--- src/rtl/psm_pkg.sv ---
`default_nettype none
package psm_pkg;

	// ****************************************
	// Register map
	// ****************************************
	localparam int            ADDR_W        = 8;
	localparam int            DATA_W        = 32;
	localparam logic [7:0]    OFF_MODE_CTRL = 8'h00;
	localparam logic [7:0]    OFF_WAKE_EN   = 8'h04;
	localparam logic [7:0]    OFF_WAKE_SRC  = 8'h08;
	localparam logic [7:0]    OFF_RST_ORIG  = 8'h0c;
	localparam logic [7:0]    OFF_BKP_WAKE  = 8'h10;
	localparam logic [7:0]    OFF_HSB_MASK  = 8'h14;
	localparam logic [7:0]    OFF_PB_MASK   = 8'h18;
	localparam logic [7:0]    OFF_STATUS    = 8'h1c;

	// ****************************************
	// power_mode_control fields
	// ****************************************
	localparam int            F_DEPTH_LO    = 0;
	localparam int            F_DEPTH_HI    = 1;
	localparam int            F_RETENTION   = 2;
	localparam int            F_BACKUP      = 3;
	localparam int            F_SLOW_SEL    = 4;
	localparam int            F_SLOW_XTAL   = 5;
	localparam int            F_SLOW_RC     = 6;
	localparam int            F_WAKE_IRQ    = 7;
	localparam int            F_RUN_LO      = 8;
	localparam int            F_RUN_HI      = 9;

	// ****************************************
	// Encodings and reset values
	// ****************************************
	localparam logic [1:0]    DEPTH_CPU     = 2'h0;
	localparam logic [1:0]    DEPTH_HSB     = 2'h1;
	localparam logic [1:0]    DEPTH_PB      = 2'h2;
	localparam logic [1:0]    DEFAULT_RUN   = 2'h0;
	localparam int            RO_W          = 6;
	localparam int            RO_POWER_UP   = 0;
	localparam int            RO_IO_BOD     = 1;
	localparam int            RO_CORE_BOD   = 2;
	localparam int            RO_WDT        = 3;
	localparam int            RO_PIN        = 4;
	localparam int            RO_BACKUP     = 5;
	localparam int            BW_W          = 5;
	localparam int            BW_EXT        = 0;
	localparam int            BW_IO_BOD     = 1;
	localparam int            BW_CORE_BOD   = 2;
	localparam int            BW_RTC        = 3;
	localparam int            BW_WDT        = 4;

	typedef enum logic [2:0] {
		PSM_RUN,
		PSM_SLEEP,
		PSM_WAIT,
		PSM_RETAIN,
		PSM_BACKUP,
		PSM_CORE_UP
	} psm_mode_t;

endpackage
`default_nettype wire

--- src/rtl/psm_clk_if.sv ---
`timescale 1ns/1ps
`default_nettype none
interface psm_clk_if #(
	parameter int NHSB = 8,
	parameter int NPB  = 16
);
	psm_pkg::psm_mode_t mode;
	logic [1:0]         depth;
	logic [NHSB-1:0]    hsb_mask;
	logic [NPB-1:0]     pb_mask;
	logic               cpu_en;
	logic [NHSB-1:0]    hsb_en;
	logic [NPB-1:0]     pb_en;
	logic               generic_clock_en;
	logic               fast_en;
	logic               system_rc_oscillator_en;

	modport seq  (output mode, depth, hsb_mask, pb_mask,
		input cpu_en, hsb_en, pb_en, generic_clock_en, fast_en, system_rc_oscillator_en);
	modport gate (input mode, depth, hsb_mask, pb_mask,
		output cpu_en, hsb_en, pb_en, generic_clock_en, fast_en, system_rc_oscillator_en);
endinterface
`default_nettype wire

--- src/rtl/psm_clock_gate.sv ---
`timescale 1ns/1ps
`default_nettype none
module psm_clock_gate (
	psm_clk_if.gate g
);
	// ****************************************
	// Clock enables per mode and sleep depth
	// ****************************************
	always_comb begin
		g.cpu_en   = 1'b0;
		g.hsb_en   = '0;
		g.pb_en    = '0;
		g.generic_clock_en  = 1'b0;
		g.fast_en  = 1'b0;
		g.system_rc_oscillator_en = 1'b0;
		case (g.mode)
			psm_pkg::PSM_RUN: begin
				g.cpu_en   = 1'b1;
				g.hsb_en   = g.hsb_mask;
				g.pb_en    = g.pb_mask;
				g.generic_clock_en  = 1'b1;
				g.fast_en  = 1'b1;
				g.system_rc_oscillator_en = 1'b1;
			end
			psm_pkg::PSM_SLEEP: begin
				// Depth overrides the masks, cumulatively
				g.hsb_en   = (g.depth == psm_pkg::DEPTH_CPU) ? g.hsb_mask : '0;
				g.pb_en    = (g.depth <= psm_pkg::DEPTH_HSB) ? g.pb_mask : '0;
				g.generic_clock_en  = (g.depth <= psm_pkg::DEPTH_HSB);
				g.fast_en  = (g.depth <= psm_pkg::DEPTH_PB);
				g.system_rc_oscillator_en = 1'b1;
			end
			psm_pkg::PSM_CORE_UP: begin
				// System RC clock and the masked HSB and PB clocks while the core is held in reset
				g.hsb_en   = g.hsb_mask;
				g.pb_en    = g.pb_mask;
				g.system_rc_oscillator_en = 1'b1;
			end
			default: begin
				// Wait, retention and backup: every core clock stopped
				g.system_rc_oscillator_en = 1'b0;
			end
		endcase
	end
endmodule
`default_nettype wire

--- src/rtl/psm_sequencer.sv ---
// Local design decisions: strobed register access and the placing of the registers.
`timescale 1ns/1ps
`default_nettype none
module psm_sequencer #(
	parameter int              NHSB          = 8,
	parameter int              NPB           = 16,
	parameter int              NAW           = 8,
	parameter logic [NHSB-1:0] HSB_MASK_RST  = '1,
	parameter logic [NPB-1:0]  PB_MASK_RST   = '0
) (
	// Clock and reset
	input  wire logic                       core_clk_in,
	input  wire logic                       rst_in,
	// Register port
	input  wire logic [psm_pkg::ADDR_W-1:0] reg_addr_in,
	input  wire logic [psm_pkg::DATA_W-1:0] reg_wdata_in,
	input  wire logic                       reg_wr_in,
	input  wire logic                       reg_rd_in,
	output logic      [psm_pkg::DATA_W-1:0] reg_rdata_out,
	// Processor core
	input  wire logic                       wfi_in,
	input  wire logic                       isr_exit_lowest_in,
	input  wire logic                       deep_sleep_select_in,
	input  wire logic                       sleep_on_isr_exit_in,
	// Pending interrupts grouped by the clock of their source
	input  wire logic                       irq_hsb_pending_in,
	input  wire logic                       irq_pb_pending_in,
	input  wire logic                       irq_fast_pending_in,
	input  wire logic                       irq_slow_pending_in,
	// Asynchronous wake sources
	input  wire logic [NAW-1:0]             async_wake_in,
	input  wire logic                       ext_int_wake_in,
	input  wire logic                       rtc_wake_in,
	input  wire logic                       io_bod_irq_in,
	input  wire logic                       core_bod_irq_in,
	input  wire logic                       wdt_irq_in,
	// Reset sources
	input  wire logic                       io_bod_rst_in,
	input  wire logic                       core_bod_rst_in,
	input  wire logic                       wdt_rst_in,
	input  wire logic                       ext_rst_pin_in,
	// Core supply
	input  wire logic                       core_supply_ok_in,
	output logic                            core_power_on_out,
	output logic                            core_reset_out,
	output logic                            io_hold_out,
	// Clock enables
	output logic                            cpu_clk_en_out,
	output logic      [NHSB-1:0]            hsb_clk_en_out,
	output logic      [NPB-1:0]             pb_clk_en_out,
	output logic                            generic_clock_en_out,
	output logic                            fast_osc_en_out,
	output logic                            system_rc_oscillator_en_out,
	output logic                            slow_xtal_en_out,
	output logic                            slow_rc_en_out,
	output logic                            slow_clock_source_select_out,
	// Status
	output logic                            wake_irq_out,
	output logic      [1:0]                 run_state_out,
	output logic      [2:0]                 mode_out
);

	localparam int WSF_W = NAW + 2;

	typedef struct packed {
		psm_pkg::psm_mode_t          mode;
		logic [1:0]                  depth;
		logic                        retention_select;
		logic                        backup_select;
		logic                        slow_sel;
		logic                        slow_xtal_en;
		logic                        slow_rc_en;
		logic                        wake_irq_en;
		logic [1:0]                  run_state;
		logic [1:0]                  saved_run;
		logic                        core_wake;
		logic [NAW-1:0]              async_wake_enable;
		logic [WSF_W-1:0]            wake_source_flags;
		logic [psm_pkg::RO_W-1:0]    reset_origin_flags;
		logic [psm_pkg::BW_W-1:0]    backup_wake_source_flags;
		logic [NHSB-1:0]             hsb_mask;
		logic [NPB-1:0]              pb_mask;
		logic [psm_pkg::DATA_W-1:0]  rdata;
	} psm_state_t;

	typedef logic [psm_pkg::DATA_W-1:0] psm_word_t;

	psm_state_t s_r;
	psm_state_t s_nxt;

	psm_clk_if #(.NHSB(NHSB), .NPB(NPB)) clk_bus ();

	// ****************************************
	// Combined events
	// ****************************************
	logic                         any_rst;
	logic                         enter_req;
	logic                         sleep_wake;
	logic [WSF_W-1:0]             async_hits;
	logic [psm_pkg::BW_W-1:0]     backup_hits;
	logic [psm_pkg::RO_W-1:0]     rst_hits;
	logic [psm_pkg::DATA_W-1:0]   ctrl_word;
	logic [psm_pkg::DATA_W-1:0]   wd;

	assign wd        = reg_wdata_in;
	assign any_rst   = io_bod_rst_in | core_bod_rst_in | wdt_rst_in | ext_rst_pin_in;
	assign enter_req = wfi_in | (isr_exit_lowest_in & sleep_on_isr_exit_in);

	// Only sources whose clock survives the depth may wake
	assign sleep_wake = irq_slow_pending_in
		| (irq_fast_pending_in & (s_r.depth <= psm_pkg::DEPTH_PB))
		| (irq_pb_pending_in & (s_r.depth <= psm_pkg::DEPTH_HSB))
		| (irq_hsb_pending_in & (s_r.depth == psm_pkg::DEPTH_CPU));

	// External line and counter bypass the enable register
	assign async_hits = {rtc_wake_in, ext_int_wake_in, async_wake_in & s_r.async_wake_enable};

	always_comb begin
		backup_hits                        = '0;
		backup_hits[psm_pkg::BW_EXT]       = ext_int_wake_in;
		backup_hits[psm_pkg::BW_IO_BOD]    = io_bod_irq_in;
		backup_hits[psm_pkg::BW_CORE_BOD]  = core_bod_irq_in;
		backup_hits[psm_pkg::BW_RTC]       = rtc_wake_in;
		backup_hits[psm_pkg::BW_WDT]       = wdt_irq_in;
		rst_hits                           = '0;
		rst_hits[psm_pkg::RO_IO_BOD]       = io_bod_rst_in;
		rst_hits[psm_pkg::RO_CORE_BOD]     = core_bod_rst_in;
		rst_hits[psm_pkg::RO_WDT]          = wdt_rst_in;
		rst_hits[psm_pkg::RO_PIN]          = ext_rst_pin_in;
	end

	always_comb begin
		ctrl_word                                        = '0;
		ctrl_word[psm_pkg::F_DEPTH_HI:psm_pkg::F_DEPTH_LO] = s_r.depth;
		ctrl_word[psm_pkg::F_RETENTION]                  = s_r.retention_select;
		ctrl_word[psm_pkg::F_BACKUP]                     = s_r.backup_select;
		ctrl_word[psm_pkg::F_SLOW_SEL]                   = s_r.slow_sel;
		ctrl_word[psm_pkg::F_SLOW_XTAL]                  = s_r.slow_xtal_en;
		ctrl_word[psm_pkg::F_SLOW_RC]                    = s_r.slow_rc_en;
		ctrl_word[psm_pkg::F_WAKE_IRQ]                   = s_r.wake_irq_en;
		ctrl_word[psm_pkg::F_RUN_HI:psm_pkg::F_RUN_LO]     = s_r.run_state;
	end

	// ****************************************
	// Next state
	// ****************************************
	always_comb begin
		s_nxt       = s_r;
		s_nxt.rdata = '0;

		// Register reads, answered in the following cycle
		if (reg_rd_in) begin
			case (reg_addr_in)
				psm_pkg::OFF_MODE_CTRL: s_nxt.rdata = ctrl_word;
				psm_pkg::OFF_WAKE_EN:   s_nxt.rdata = psm_word_t'(s_r.async_wake_enable);
				psm_pkg::OFF_WAKE_SRC:  s_nxt.rdata = psm_word_t'(s_r.wake_source_flags);
				psm_pkg::OFF_RST_ORIG:  s_nxt.rdata = psm_word_t'(s_r.reset_origin_flags);
				psm_pkg::OFF_BKP_WAKE:  s_nxt.rdata = psm_word_t'(s_r.backup_wake_source_flags);
				psm_pkg::OFF_HSB_MASK:  s_nxt.rdata = psm_word_t'(s_r.hsb_mask);
				psm_pkg::OFF_PB_MASK:   s_nxt.rdata = psm_word_t'(s_r.pb_mask);
				psm_pkg::OFF_STATUS:    s_nxt.rdata = psm_word_t'(s_r.mode);
				default:                s_nxt.rdata = '0;
			endcase
		end

		// Register writes; the core only runs software in the run mode
		if (reg_wr_in && (s_r.mode == psm_pkg::PSM_RUN)) begin
			case (reg_addr_in)
				psm_pkg::OFF_MODE_CTRL: begin
					s_nxt.depth            = wd[psm_pkg::F_DEPTH_HI:psm_pkg::F_DEPTH_LO];
					s_nxt.retention_select = wd[psm_pkg::F_RETENTION];
					s_nxt.backup_select    = wd[psm_pkg::F_BACKUP];
					s_nxt.slow_sel         = wd[psm_pkg::F_SLOW_SEL];
					s_nxt.slow_xtal_en     = wd[psm_pkg::F_SLOW_XTAL];
					s_nxt.slow_rc_en       = wd[psm_pkg::F_SLOW_RC];
					s_nxt.wake_irq_en      = wd[psm_pkg::F_WAKE_IRQ];
					s_nxt.run_state        = wd[psm_pkg::F_RUN_HI:psm_pkg::F_RUN_LO];
				end
				psm_pkg::OFF_WAKE_EN: begin
					s_nxt.async_wake_enable = wd[NAW-1:0];
				end
				psm_pkg::OFF_WAKE_SRC: begin
					s_nxt.wake_source_flags = s_r.wake_source_flags & ~wd[WSF_W-1:0];
				end
				psm_pkg::OFF_RST_ORIG: begin
					s_nxt.reset_origin_flags = s_r.reset_origin_flags & ~wd[psm_pkg::RO_W-1:0];
				end
				psm_pkg::OFF_BKP_WAKE: begin
					s_nxt.backup_wake_source_flags =
						s_r.backup_wake_source_flags & ~wd[psm_pkg::BW_W-1:0];
				end
				psm_pkg::OFF_HSB_MASK: begin
					s_nxt.hsb_mask = wd[NHSB-1:0];
				end
				psm_pkg::OFF_PB_MASK: begin
					s_nxt.pb_mask = wd[NPB-1:0];
				end
				default: begin
					s_nxt.rdata = s_nxt.rdata;
				end
			endcase
		end

		// Mode sequencing; flag sets below come after clears so a set wins
		case (s_r.mode)
			psm_pkg::PSM_RUN: begin
				if (enter_req) begin
					s_nxt.saved_run = s_r.run_state;
					if (!deep_sleep_select_in) begin
						s_nxt.mode = psm_pkg::PSM_SLEEP;
					end else if (s_r.backup_select) begin
						s_nxt.mode = psm_pkg::PSM_BACKUP;
					end else if (s_r.retention_select) begin
						s_nxt.mode = psm_pkg::PSM_RETAIN;
					end else begin
						s_nxt.mode = psm_pkg::PSM_WAIT;
					end
				end
			end
			psm_pkg::PSM_SLEEP: begin
				if (sleep_wake) begin
					s_nxt.mode      = psm_pkg::PSM_RUN;
					s_nxt.run_state = s_r.saved_run;
				end
			end
			psm_pkg::PSM_WAIT, psm_pkg::PSM_RETAIN: begin
				if (|async_hits) begin
					s_nxt.mode              = psm_pkg::PSM_RUN;
					s_nxt.run_state         = s_r.saved_run;
					s_nxt.wake_source_flags = s_nxt.wake_source_flags | async_hits;
				end
			end
			psm_pkg::PSM_BACKUP: begin
				if (|backup_hits) begin
					s_nxt.mode      = psm_pkg::PSM_CORE_UP;
					s_nxt.core_wake = 1'b1;
					s_nxt.backup_wake_source_flags =
						s_nxt.backup_wake_source_flags | backup_hits;
					// Core domain contents are lost, backup domain kept
					s_nxt.async_wake_enable = '0;
					s_nxt.wake_source_flags = '0;
					s_nxt.hsb_mask          = HSB_MASK_RST;
					s_nxt.pb_mask           = PB_MASK_RST;
				end
			end
			psm_pkg::PSM_CORE_UP: begin
				if (core_supply_ok_in) begin
					s_nxt.mode      = psm_pkg::PSM_RUN;
					s_nxt.core_wake = 1'b0;
					if (s_r.core_wake) begin
						s_nxt.run_state = s_r.saved_run;
						s_nxt.reset_origin_flags[psm_pkg::RO_BACKUP] = 1'b1;
					end
				end
			end
			default: begin
				s_nxt.mode = psm_pkg::PSM_CORE_UP;
			end
		endcase

		// A reset source overrides the mode sequencing and forgets the old run state
		if (any_rst) begin
			s_nxt.mode               = psm_pkg::PSM_CORE_UP;
			s_nxt.core_wake          = 1'b0;
			s_nxt.run_state          = psm_pkg::DEFAULT_RUN;
			s_nxt.async_wake_enable  = '0;
			s_nxt.wake_source_flags  = '0;
			s_nxt.hsb_mask           = HSB_MASK_RST;
			s_nxt.pb_mask            = PB_MASK_RST;
			s_nxt.reset_origin_flags = s_nxt.reset_origin_flags | rst_hits;
		end
	end

	// ****************************************
	// State register
	// ****************************************
	always_ff @(posedge core_clk_in) begin
		if (rst_in) begin
			s_r                                          <= '0;
			s_r.mode                                     <= psm_pkg::PSM_CORE_UP;
			s_r.run_state                                <= psm_pkg::DEFAULT_RUN;
			s_r.saved_run                                <= psm_pkg::DEFAULT_RUN;
			s_r.hsb_mask                                 <= HSB_MASK_RST;
			s_r.pb_mask                                  <= PB_MASK_RST;
			s_r.reset_origin_flags[psm_pkg::RO_POWER_UP] <= 1'b1;
		end else begin
			s_r <= s_nxt;
		end
	end

	// ****************************************
	// Clock gating and outputs
	// ****************************************
	assign clk_bus.mode     = s_r.mode;
	assign clk_bus.depth    = s_r.depth;
	assign clk_bus.hsb_mask = s_r.hsb_mask;
	assign clk_bus.pb_mask  = s_r.pb_mask;

	psm_clock_gate u_gate (
		.g (clk_bus.gate)
	);

	assign cpu_clk_en_out   = clk_bus.cpu_en;
	assign hsb_clk_en_out   = clk_bus.hsb_en;
	assign pb_clk_en_out    = clk_bus.pb_en;
	assign generic_clock_en_out      = clk_bus.generic_clock_en;
	assign fast_osc_en_out  = clk_bus.fast_en;
	assign system_rc_oscillator_en_out     = clk_bus.system_rc_oscillator_en;

	// Slow oscillators follow their enables through every mode
	assign slow_xtal_en_out             = s_r.slow_xtal_en;
	assign slow_rc_en_out               = s_r.slow_rc_en;
	assign slow_clock_source_select_out = s_r.slow_sel;

	assign core_power_on_out = (s_r.mode != psm_pkg::PSM_BACKUP);
	assign core_reset_out    = (s_r.mode == psm_pkg::PSM_CORE_UP);
	assign io_hold_out       = (s_r.mode != psm_pkg::PSM_RUN);

	assign wake_irq_out  = s_r.wake_irq_en & (|s_r.wake_source_flags);
	assign run_state_out = s_r.run_state;
	assign mode_out      = s_r.mode;
	assign reg_rdata_out = s_r.rdata;

endmodule
`default_nettype wire

--- config.mk ---
export PLATFORM = sky130hd
export DESIGN_NAME = psm_sequencer
export DESIGN_NICKNAME = d
export VERILOG_FILES = /design/src/rtl/psm_pkg.sv /design/src/rtl/psm_clk_if.sv /design/src/rtl/psm_clock_gate.sv /design/src/rtl/psm_sequencer.sv
export SDC_FILE = /design/constraint.sdc
export NUM_CORES = 1
export LEC_CHECK = 0
export BUFFER_PORTS_ARGS = -buffer_cell sky130_fd_sc_hd__buf_2
export CAP_MARGIN = 20
export CORE_MARGIN = 3
export CORE_UTILIZATION = 55
export CTS_CLUSTER_SIZE = 24
export DETAILED_ROUTE_END_ITERATION = 6
export GPL_ROUTABILITY_DRIVEN = 0
export GPL_TIMING_DRIVEN = 0
export HOLD_SLACK_MARGIN = 0.03
export PLACE_DENSITY = 0.86
export SLEW_MARGIN = 5
export SYNTH_ARGS = -nofsm -noshare
export SYNTH_HDL_FRONTEND = slang
export SYNTH_SLANG_ARGS = --single-unit
--- constraint.sdc ---
create_clock -name core_clk_in -period 6 [get_ports core_clk_in]
set_input_delay 1.8 -clock core_clk_in [delete_from_list [all_inputs] [get_ports core_clk_in]]
set_output_delay 1.8 -clock core_clk_in [all_outputs]
set_load 0.01 [all_outputs]
Word-level counts from Yosys, hierarchy flattened
Index checks and enable logic that the tools add are counted.
- logic and storage cells: 122
- register bits: 101
- input bits: 70
- RAM bits: 0
- memories kept: 0
- bits in latches: 0
- output and inout port bits: 72
- ROM bits: 0
- multipliers: 0
- shift operators: 0
- magnitude comparators: 2
- $add $sub $neg: 0
- mux-type cells: 45
- reduce and logical (&&, ||, !) cells: 17
- divide/modulo/power cells: 0
- bitwise gates (word level): 22
- equal/unequal tests: 18
- operator list (cell ; count):
    one-hot mux 16 bit (8 select lines) ; 1
    2-to-1 mux 85 bit ; 1
    2-to-1 mux 29 bit ; 2
    2-to-1 mux 16 bit ; 3
    == test 8 x 5 -> 1 bit (second input constant) ; 4
    2-to-1 mux 8 bit ; 4
    one-hot mux 16 bit (2 select lines) ; 1
    2-to-1 mux 3 bit ; 7
    2-to-1 mux 10 bit ; 2
    one-hot mux 10 bit (2 select lines) ; 1
    OR reduction 10 bit ; 2
    2-to-1 mux 19 bit ; 1
    == test 8 x 4 -> 1 bit (second input constant) ; 2
    one-hot mux 8 bit (2 select lines) ; 1
    one-hot mux 3 bit (5 select lines) ; 1
    2-to-1 mux 2 bit ; 6
    2-to-1 mux 6 bit ; 2
    AND 10 bit ; 1
    inequality test 2 bit (second input constant) ; 5
    inverter 10 bit ; 1
    bitwise OR 10 bit ; 1
    AND 8 bit ; 1
    == test 8 x 3 -> 1 bit (second input constant) ; 1
    zero test 8 bit ; 1
    29 further kinds ; 52

Depth between registers and ports, before layout
Gate-level depths: netlist of run 1.
- depth after elaboration: 9
- depth in mapped cells: 7
- depth with buffers taken out: 5

Cells and area by module
From an unflattened synthesis of run 1, not the netlist that was laid out.
- cell total of the unflattened synthesis: 513
- area total of the unflattened synthesis: 4636.9 um^2
- by module, submodules not included (module ; area an instance (um^2) ; cells each ; instances ; sequential area each (um^2)):
    psm_sequencer ; 4095.2 ; 464 ; 1 ; 1701.6
    psm_clock_gate ; 541.8 ; 49 ; 1 ; 0.0

Least setup slack after synthesis of run 1
OpenSTA, ideal clock, no wires.
- path kind: reg-to-output
- from: register mode_out[0] (netlist name)
- to: output port hsb_clk_en_out[0]
- path slack: 2.598 ns
- data required time: 4.200 ns
- arrival time: 1.602 ns
- buffers on the path: 1
- cell stages (with the launch flop): 6
- cell sequence: dfxtp_1 > clkbuf_1 > inv_1 > a21oi_1 > o31a_1 > and2_1
- longest elaborated chain between the ends: 3
- elaborated cells on any way between the ends: 5
- classes of those cells: eq/ne (2); mux (1); reduce/logical (2)
- RTL lines (element ; line ; RTL):
    == test 3 bit / zero test 3 bit (equally long branches) ; psm_clock_gate.sv:16 ; case (g.mode)
    OR reduction 2 bit (no source line) ; -- ;
    one-hot mux 8 bit (2 select lines) (*) ; psm_clock_gate.sv:16 ;
    end, declared ; psm_sequencer.sv:49 ; output logic [NHSB-1:0] hsb_clk_en_out,
Mark *: on every way between the ends. The rest lies on a longest branch, timed or not.

Worst setup path in the final report of run 1
- from: register mode_out[2] (netlist name)
- to: output port pb_clk_en_out[10]
- longest elaborated chain between the ends: 3
- elaborated cells on any way between the ends: 5
- classes of those cells: eq/ne (2); mux (1); reduce/logical (2)
- RTL lines (element ; line ; RTL):
    == test 3 bit / zero test 3 bit (equally long branches) ; psm_clock_gate.sv:16 ;
    OR reduction 2 bit (no source line) ; -- ;
    one-hot mux 16 bit (2 select lines) (*) ; psm_clock_gate.sv:16 ;
    end, declared ; psm_sequencer.sv:50 ; output logic [NPB-1:0] pb_clk_en_out,
Marked as above.

==> results.cfg, run 1 <==
[finish]
stdcell_count = 739
n_fill_cell = 593
fin_util_pct = 71.2
drive_above_1_share_pct = 32.2
antenna_cells = 0
synthToLayoutAreaGrowth_pct = 21.7
nets = 705

[timing]
max_freq_ghz = 0.231
fin_crit_ns = 4.33
fin_skew_ns = 0.0103
final-setup-viol-count = 0
drv_slew = 0
period_share_pct = 72.1
tightestPinTransition_ns = 0.883
slew_headroom_pct = 40.6
rsz0062_at_grt = false
fin_setup_tns_ns = 0
final_hold_viol_count = 0

[worst_setup_path]
startpoint_type = flip-flop
rr_endpoint = s_r[74]
path_max_fanout = 10
crit_path_max_incr_delay_ns = 0.48
regToRegSetupSlack_ns = 3.81
crit_slowest_cell = clkbuf_1
path_class = flip-flop to output port
cp-end-kind = output port
crit_path_cell_trace = clkbuf_1 -> a211oi_1 -> nor2_1 -> clkbuf_1 -> nor2_1 -> buf_2
worstPathArrival_ns = 2.53
r2r_start = mode_out[0]
crit_required_ns = 4.20
reg2reg_depth = 6

[routing]
wl_per_cell_um = 17.6
routed_via_density = 5.82
drt_iter0_drc = 489
wl_met1_um = 4890
met3_length_um = 1460
wl_met2_um = 6120
top_layer = met4
vias = 4300
wirelength_um = 13000
drc = 0
drt_pass1_iterations = 5
antenna_left = 0

[yosys]
ys.warnings.count = 0
post-synth-top-area-fraction_pct = 39.1
synth.most_common_cell = dfxtp_1
yosysUniqueCellTypes = 52
seq_area_frac_synth_pct = 39.1
synth-edff-count = 0
yosysTopAreaCell = dfxtp_1
synthFlopType = dfxtp_1
synth_area_leaders = dfxtp_1 39%, mux2i_1 6.9%, buf_4 6.4%, nand2_1 5.4%, nor2_1 5.0%
async_flop_share_pct = 0
syn_inst = 501
synth_area_per_cell_um2 = 8.69
netlist_area_mm2 = 0.00435
ys_ff_latch = 85
synth_commonest_cells = 85 x dfxtp_1, 63 x nand2_1, 58 x nor2_1

[die]
coreArea_mm2 = 0.00745
chipWidth_um = 95.0
die_h_um = 95.0
fp-row-count = 31
initial_core_util_pct = 58.5
num_io_pins = 142
die-area_mm2 = 0.00902

[cts]
clk_pin_slew_worst_paths_ns = 0.08
cts-resized-gates = 0
clk_latency_ns = 0.37
ctsHoldBuffers = 0
cts_max_level = 3
cts_sinks = 85
cts_buffer_depth = 2
cts_root_buf = clkbuf_8
post_cts_buffers = 0
numCtsBuffers = 9
cts_tree = yes

[worst_hold_path]
hold_depth = 1
hold_path_class = flip-flop to flip-flop
hold_start = s_r[61]
min_to = s_r[61]

[status]
status = finished, final reports clean

[power_and_ir_drop]
power_frac_seq_pct = 51.0
switchingPower_mw = 0.267
power_density_mw_per_mm2 = 210
p_leak_nw = 2.34
p_comb_share_pct = 7.7
vdd_drop_max_v = 0.000135
internal_power_mw = 0.846
swShare_pct = 24.0
clockPowerShare_pct = 41.3

[placed_design]
dp_cells = 723
io_buffers = 108
hpwl_um = 9830

[global_routing]
grt_util_all_layers_pct = 28.6
grt_overflow = 0
grt_pass1_vias = 3879
antenna_found_initial = 0
grt_pass1_wl_um = 19500
grt_start_max_net_pins = 15

[job]
maxCapViolCount = 0
[how the worst max path moves through the flow]
stage / start / end / slack (ns) / cells after the start
6_report: mode_out[2] / pb_clk_en_out[10] / 1.67 / 6
5_1_grt: mode_out[2] / pb_clk_en_out[3] / 1.46 / 6
4_1_cts: mode_out[0] / hsb_clk_en_out[1] / 1.67 / 6
3_5_place_dp: mode_out[2] / pb_clk_en_out[10] / 2.08 / 6
3_3_place_gp: mode_out[2] / pb_clk_en_out[10] / 2.11 / 6
2_1_floorplan: mode_out[0] / hsb_clk_en_out[0] / 2.60 / 5
[cells by family (layout without fill, tap and decap cells)]
kind of cell / count (synthesis) / in the layout / synth area share [%]
and+or+nand+nor: 215 / 215 / 25.7
AOI/OAI and AO/OA: 85 / 85 / 12.9
DFF: 85 / 85 / 39.1
buffers and inverters: 72 / 196 / 9.88
muxes: 43 / 43 / 12.3
other: 1 / 16 / 0.0861
[layer usage]
layer | vias up | track usage (%)
met5 | - | 0
met4 | 0 | 14.5
met3 | 64 | 5.66
met2 | 320 | 46.2
met1 | 1961 | 36.2
li1 | 1955 | -
[layout make-up]
type | instances | area, µm² | share of cell area [%]
multi-input cells | 359 | 2280 | 43.0
flip-flops and latches | 85 | 1700 | 32.1
repair buffers | 108 | 541 | 10.2
plain buffers | 57 | 374 | 7.06
clock buffers | 10 | 138 | 2.60
well taps | 99 | 124 | 2.34
clock inverters | 6 | 86.3 | 1.63
inverters | 15 | 56.3 | 1.06
[sequential cells by signal (all words and copies together) (netlist names)]
| register | count |
|---|---|
| ctrl_word | 3 |
| slow_rc_en_out | 1 |
| run_state_out | 2 |
| reg_rdata_out | 16 |
| slow_xtal_en_out | 1 |
| slow_clock_source_select_out | 1 |
| clk_bus.pb_mask | 16 |
| mode_out | 3 |
| clk_bus.depth | 2 |
| clk_bus.hsb_mask | 8 |
| s_r | 32 |
[per-stage QoR]
| stage | area [µm²] | hold slack (ns) | power (mW) | worst slack [ns] |
|---|---|---|---|---|
| after detailed placement | 5070 | 0.442 | 0.664 | 2.08 |
| after floorplan | 4410 | 0.420 | 0.625 | 2.60 |
| after global placement | 5070 | 0.431 | 0.663 | 2.11 |
| after CTS | 5300 | 0.462 | 1.11 | 1.67 |
| after global routing | 5300 | 0.478 | 1.14 | 1.46 |
| final | 5300 | 0.466 | 1.11 | 1.67 |
[worst max-delay path: cells and delay by family (launching register included)]
family | cells | cell delay [ns]
simple gates | 2 | 0.52
buf+inv | 3 | 1.06
compound gates | 1 | 0.11
flops | 1 | 0.46
[power by group through the flow]
stage	Combinational [mW]	Clock (mW)	Sequential, mW
floorplan	0.0448	0	0.580
global placement	0.0817	0	0.581
detailed placement	0.0832	0	0.581
CTS	0.0835	0.455	0.568
global route	0.0926	0.482	0.568
finish	0.0861	0.460	0.568
[cell usage in the layout (no fill, tap or decap), drive strengths merged, types with 4 or more instances in the layout]
cell type | synthesis | routed
buf | 46 | 154
a22oi | 12 | 12
nand3 | 12 | 12
dfxtp | 85 | 85
and4 | 4 | 4
clkbuf | 11 | 21
mux2i | 30 | 30
o211ai | 13 | 13
nand2 | 65 | 65
nor2 | 69 | 69
and2 | 16 | 16
inv | 15 | 15
o21ai | 8 | 8
nor3 | 7 | 7
mux2 | 5 | 5
a31oi | 5 | 5
a21oi | 29 | 29
nand2b | 6 | 6
nor4 | 6 | 6
nor2b | 19 | 19
conb | 1 | 16
mux4 | 8 | 8
Note: power is estimated with default switching activity, not from simulation.
==> inputs of run 2 (changes only) <==
- CORE_UTILIZATION: 55 -> 51
- PLACE_DENSITY: 0.86 -> 0.8
- clock period: 6 -> 4.04 ns (I/O delays scaled with it)
==> run 2 against run 1 <==
  * Register-to-register slack got worse by 1.9 ns
  * Largest power group unchanged
  * Global-route usage fell by 2.1 points
  * Non-clock buffer count did not move
  * Total power rose by 46%
  * Utilization fell by 7.0 points
  * Combinational power rose by 50%
  * Count of clock-buffer cells in the layout did not move
  * Sequential power rose by 48%
  * Critical path type unchanged
  * Worst setup slack got worse by 1.3 ns
==> results.cfg, run 2 (synthesis results as in run 1) <==
[worst_setup_path]
startpoint_type = flip-flop
crit_required_ns = 2.83
cp-startpoint = mode_out[2]
regToRegSetupSlack_ns = 1.89
rr_endpoint = clk_bus.hsb_mask[1]
r2r_start = mode_out[0]
path_buf_inv = 3
worst_path_dominant_cell_family = buffers and inverters
reg2reg_depth = 5
path_class = flip-flop to output port
crit_slowest_cell = clkbuf_1
crit_path_max_incr_delay_ns = 0.49
cp.depth = 6
path_max_fanout = 10
cp-end-kind = output port
crit_top_cell = clkbuf_1
endpoint = pb_clk_en_out[5]
crit_path_cell_trace = clkbuf_1 -> a211oi_1 -> nor2_2 -> clkbuf_1 -> nor2b_1 -> buf_2
worstPathArrival_ns = 2.48

[finish]
final_cell_mix = 116 x buf_2, 85 x dfxtp_1, 63 x nand2_1
nets = 705
drive_above_1_share_pct = 32.2
multi_input_area_mm2 = 0.00228
antenna_cells = 0
register_area_mm2 = 0.00170
top_register = s_r
synthToLayoutAreaGrowth_pct = 21.7
largest_reg_flops = 32
final_common_cell = buf_2
n_fill_cell = 729

[die]
die-area_mm2 = 0.00968
initial_core_util_pct = 52.7
die_h_um = 98.4
chipWidth_um = 98.4
num_io_pins = 142
fp-row-count = 33
coreArea_mm2 = 0.00826

[cts]
cts_buffer_depth = 2
cts_tree = yes
post_cts_buffers = 0
numCtsBuffers = 9
cts_max_level = 3
cts_sinks = 85
clk_latency_ns = 0.36
ctsHoldBuffers = 0
cts-resized-gates = 0
clk_pin_slew_worst_paths_ns = 0.09
cts_root_buf = clkbuf_8

[timing]
final_hold_viol_count = 0
fin_crit_ns = 3.69
max_freq_ghz = 0.271
rsz0062_at_grt = false
period_share_pct = 91.3
final-setup-viol-count = 0
fin_skew_ns = 0.00930
drv_slew = 0
tightestPinTransition_ns = 0.987
slew_headroom_pct = 33.6
fin_setup_tns_ns = 0
hold_ws_ns = 0.458

[routing]
antenna_left = 0
routed_via_density = 5.68
drt_iter0_drc = 364
wl_per_cell_um = 17.0
vias = 4233
drc = 0
drt_pass1_iterations = 5
wirelength_um = 12600

[worst_hold_path]
hold_path_class = flip-flop to flip-flop
hold_depth = 1
hold_start = s_r[61]

[status]
status = finished, final reports clean

[power_and_ir_drop]
swShare_pct = 23.8
vdd_drop_max_v = 0.000244
p_comb_share_pct = 7.9
internal_power_mw = 1.24
power_frac_seq_pct = 51.7
switchingPower_mw = 0.388
power_density_mw_per_mm2 = 308
clockPowerShare_pct = 40.4
p_leak_nw = 2.33

[global_routing]
grt_overflow = 0
grt_util_all_layers_pct = 26.4
grt_start_max_net_pins = 15
grt_pass1_wl_um = 20300
antenna_found_initial = 0
grt_pass1_vias = 4066

[placed_design]
hpwl_um = 9930
io_buffers = 108

[job]
maxCapViolCount = 0
run 2: changes by cell type in the layout (fill, tap and decap cells not counted):
cell / previous run / this run
clkbuf_1: 11 / 12
clkbuf_8: 10 / 9
clkinv_4: 1 / 0
inv_6: 0 / 1
nor2_1: 58 / 57
nor2_2: 11 / 12
run 2: worst register-to-register path, cell delays in order, from the launching register on:
cell and delay, ns:
dfxtp_1 0.50, clkbuf_1 0.41, nor2_2 0.19, a21oi_2 0.47, buf_2 0.32, o211ai_1 0.13
run 2: worst min path at each step:
stage                         end  slack [ns]
after floorplan           s_r[61]        0.42
after global placement    s_r[61]        0.43
after detailed placement  s_r[61]        0.43
after CTS                 s_r[61]        0.45
after global routing      s_r[61]        0.48
final                     s_r[61]        0.46
run 2: area by class of cell:
type	count	share of cell area, %
multi-input combinational	359	43.0
sequential	85	32.1
timing repair buffer	108	10.2
buffer	57	7.06
tap	105	2.48
clock buffer	10	2.41
clock inverter	6	1.63
inverter	15	1.06
run 2: metrics by stage:
| step | std cells | util (%) | worst slack (ns) | total power [mW] | area, µm² |
|---|---|---|---|---|---|
| final | 745 | 64.2 | 0.351 | 1.63 | 5300 |
| after global routing | 745 | 64.2 | 0.170 | 1.68 | 5300 |
| after CTS | 745 | 64.1 | 0.166 | 1.63 | 5300 |
| after detailed placement | 729 | 61.5 | 0.566 | 0.987 | 5080 |
| after global placement | 729 | 61.5 | 0.577 | 0.985 | 5080 |
| after floorplan | 516 | - | 1.23 | 0.928 | 4410 |
run 2: power groups by stage:
stage / registers (mW) / logic [mW] / clock network, mW
after detailed placement: 0.863 / 0.125 / 0
after global routing: 0.843 / 0.140 / 0.698
after global placement: 0.863 / 0.123 / 0
after CTS: 0.843 / 0.125 / 0.663
final: 0.843 / 0.129 / 0.658
after floorplan: 0.862 / 0.0666 / 0
run 2: metal layers:
metal	vias to the layer above	GRT usage [%]	wire length [µm]
li1	1956	-	-
met1	1957	33.7	4980
met2	273	42.3	5780
met3	47	6.07	1380
met4	0	12.8	507
met5	-	0	0
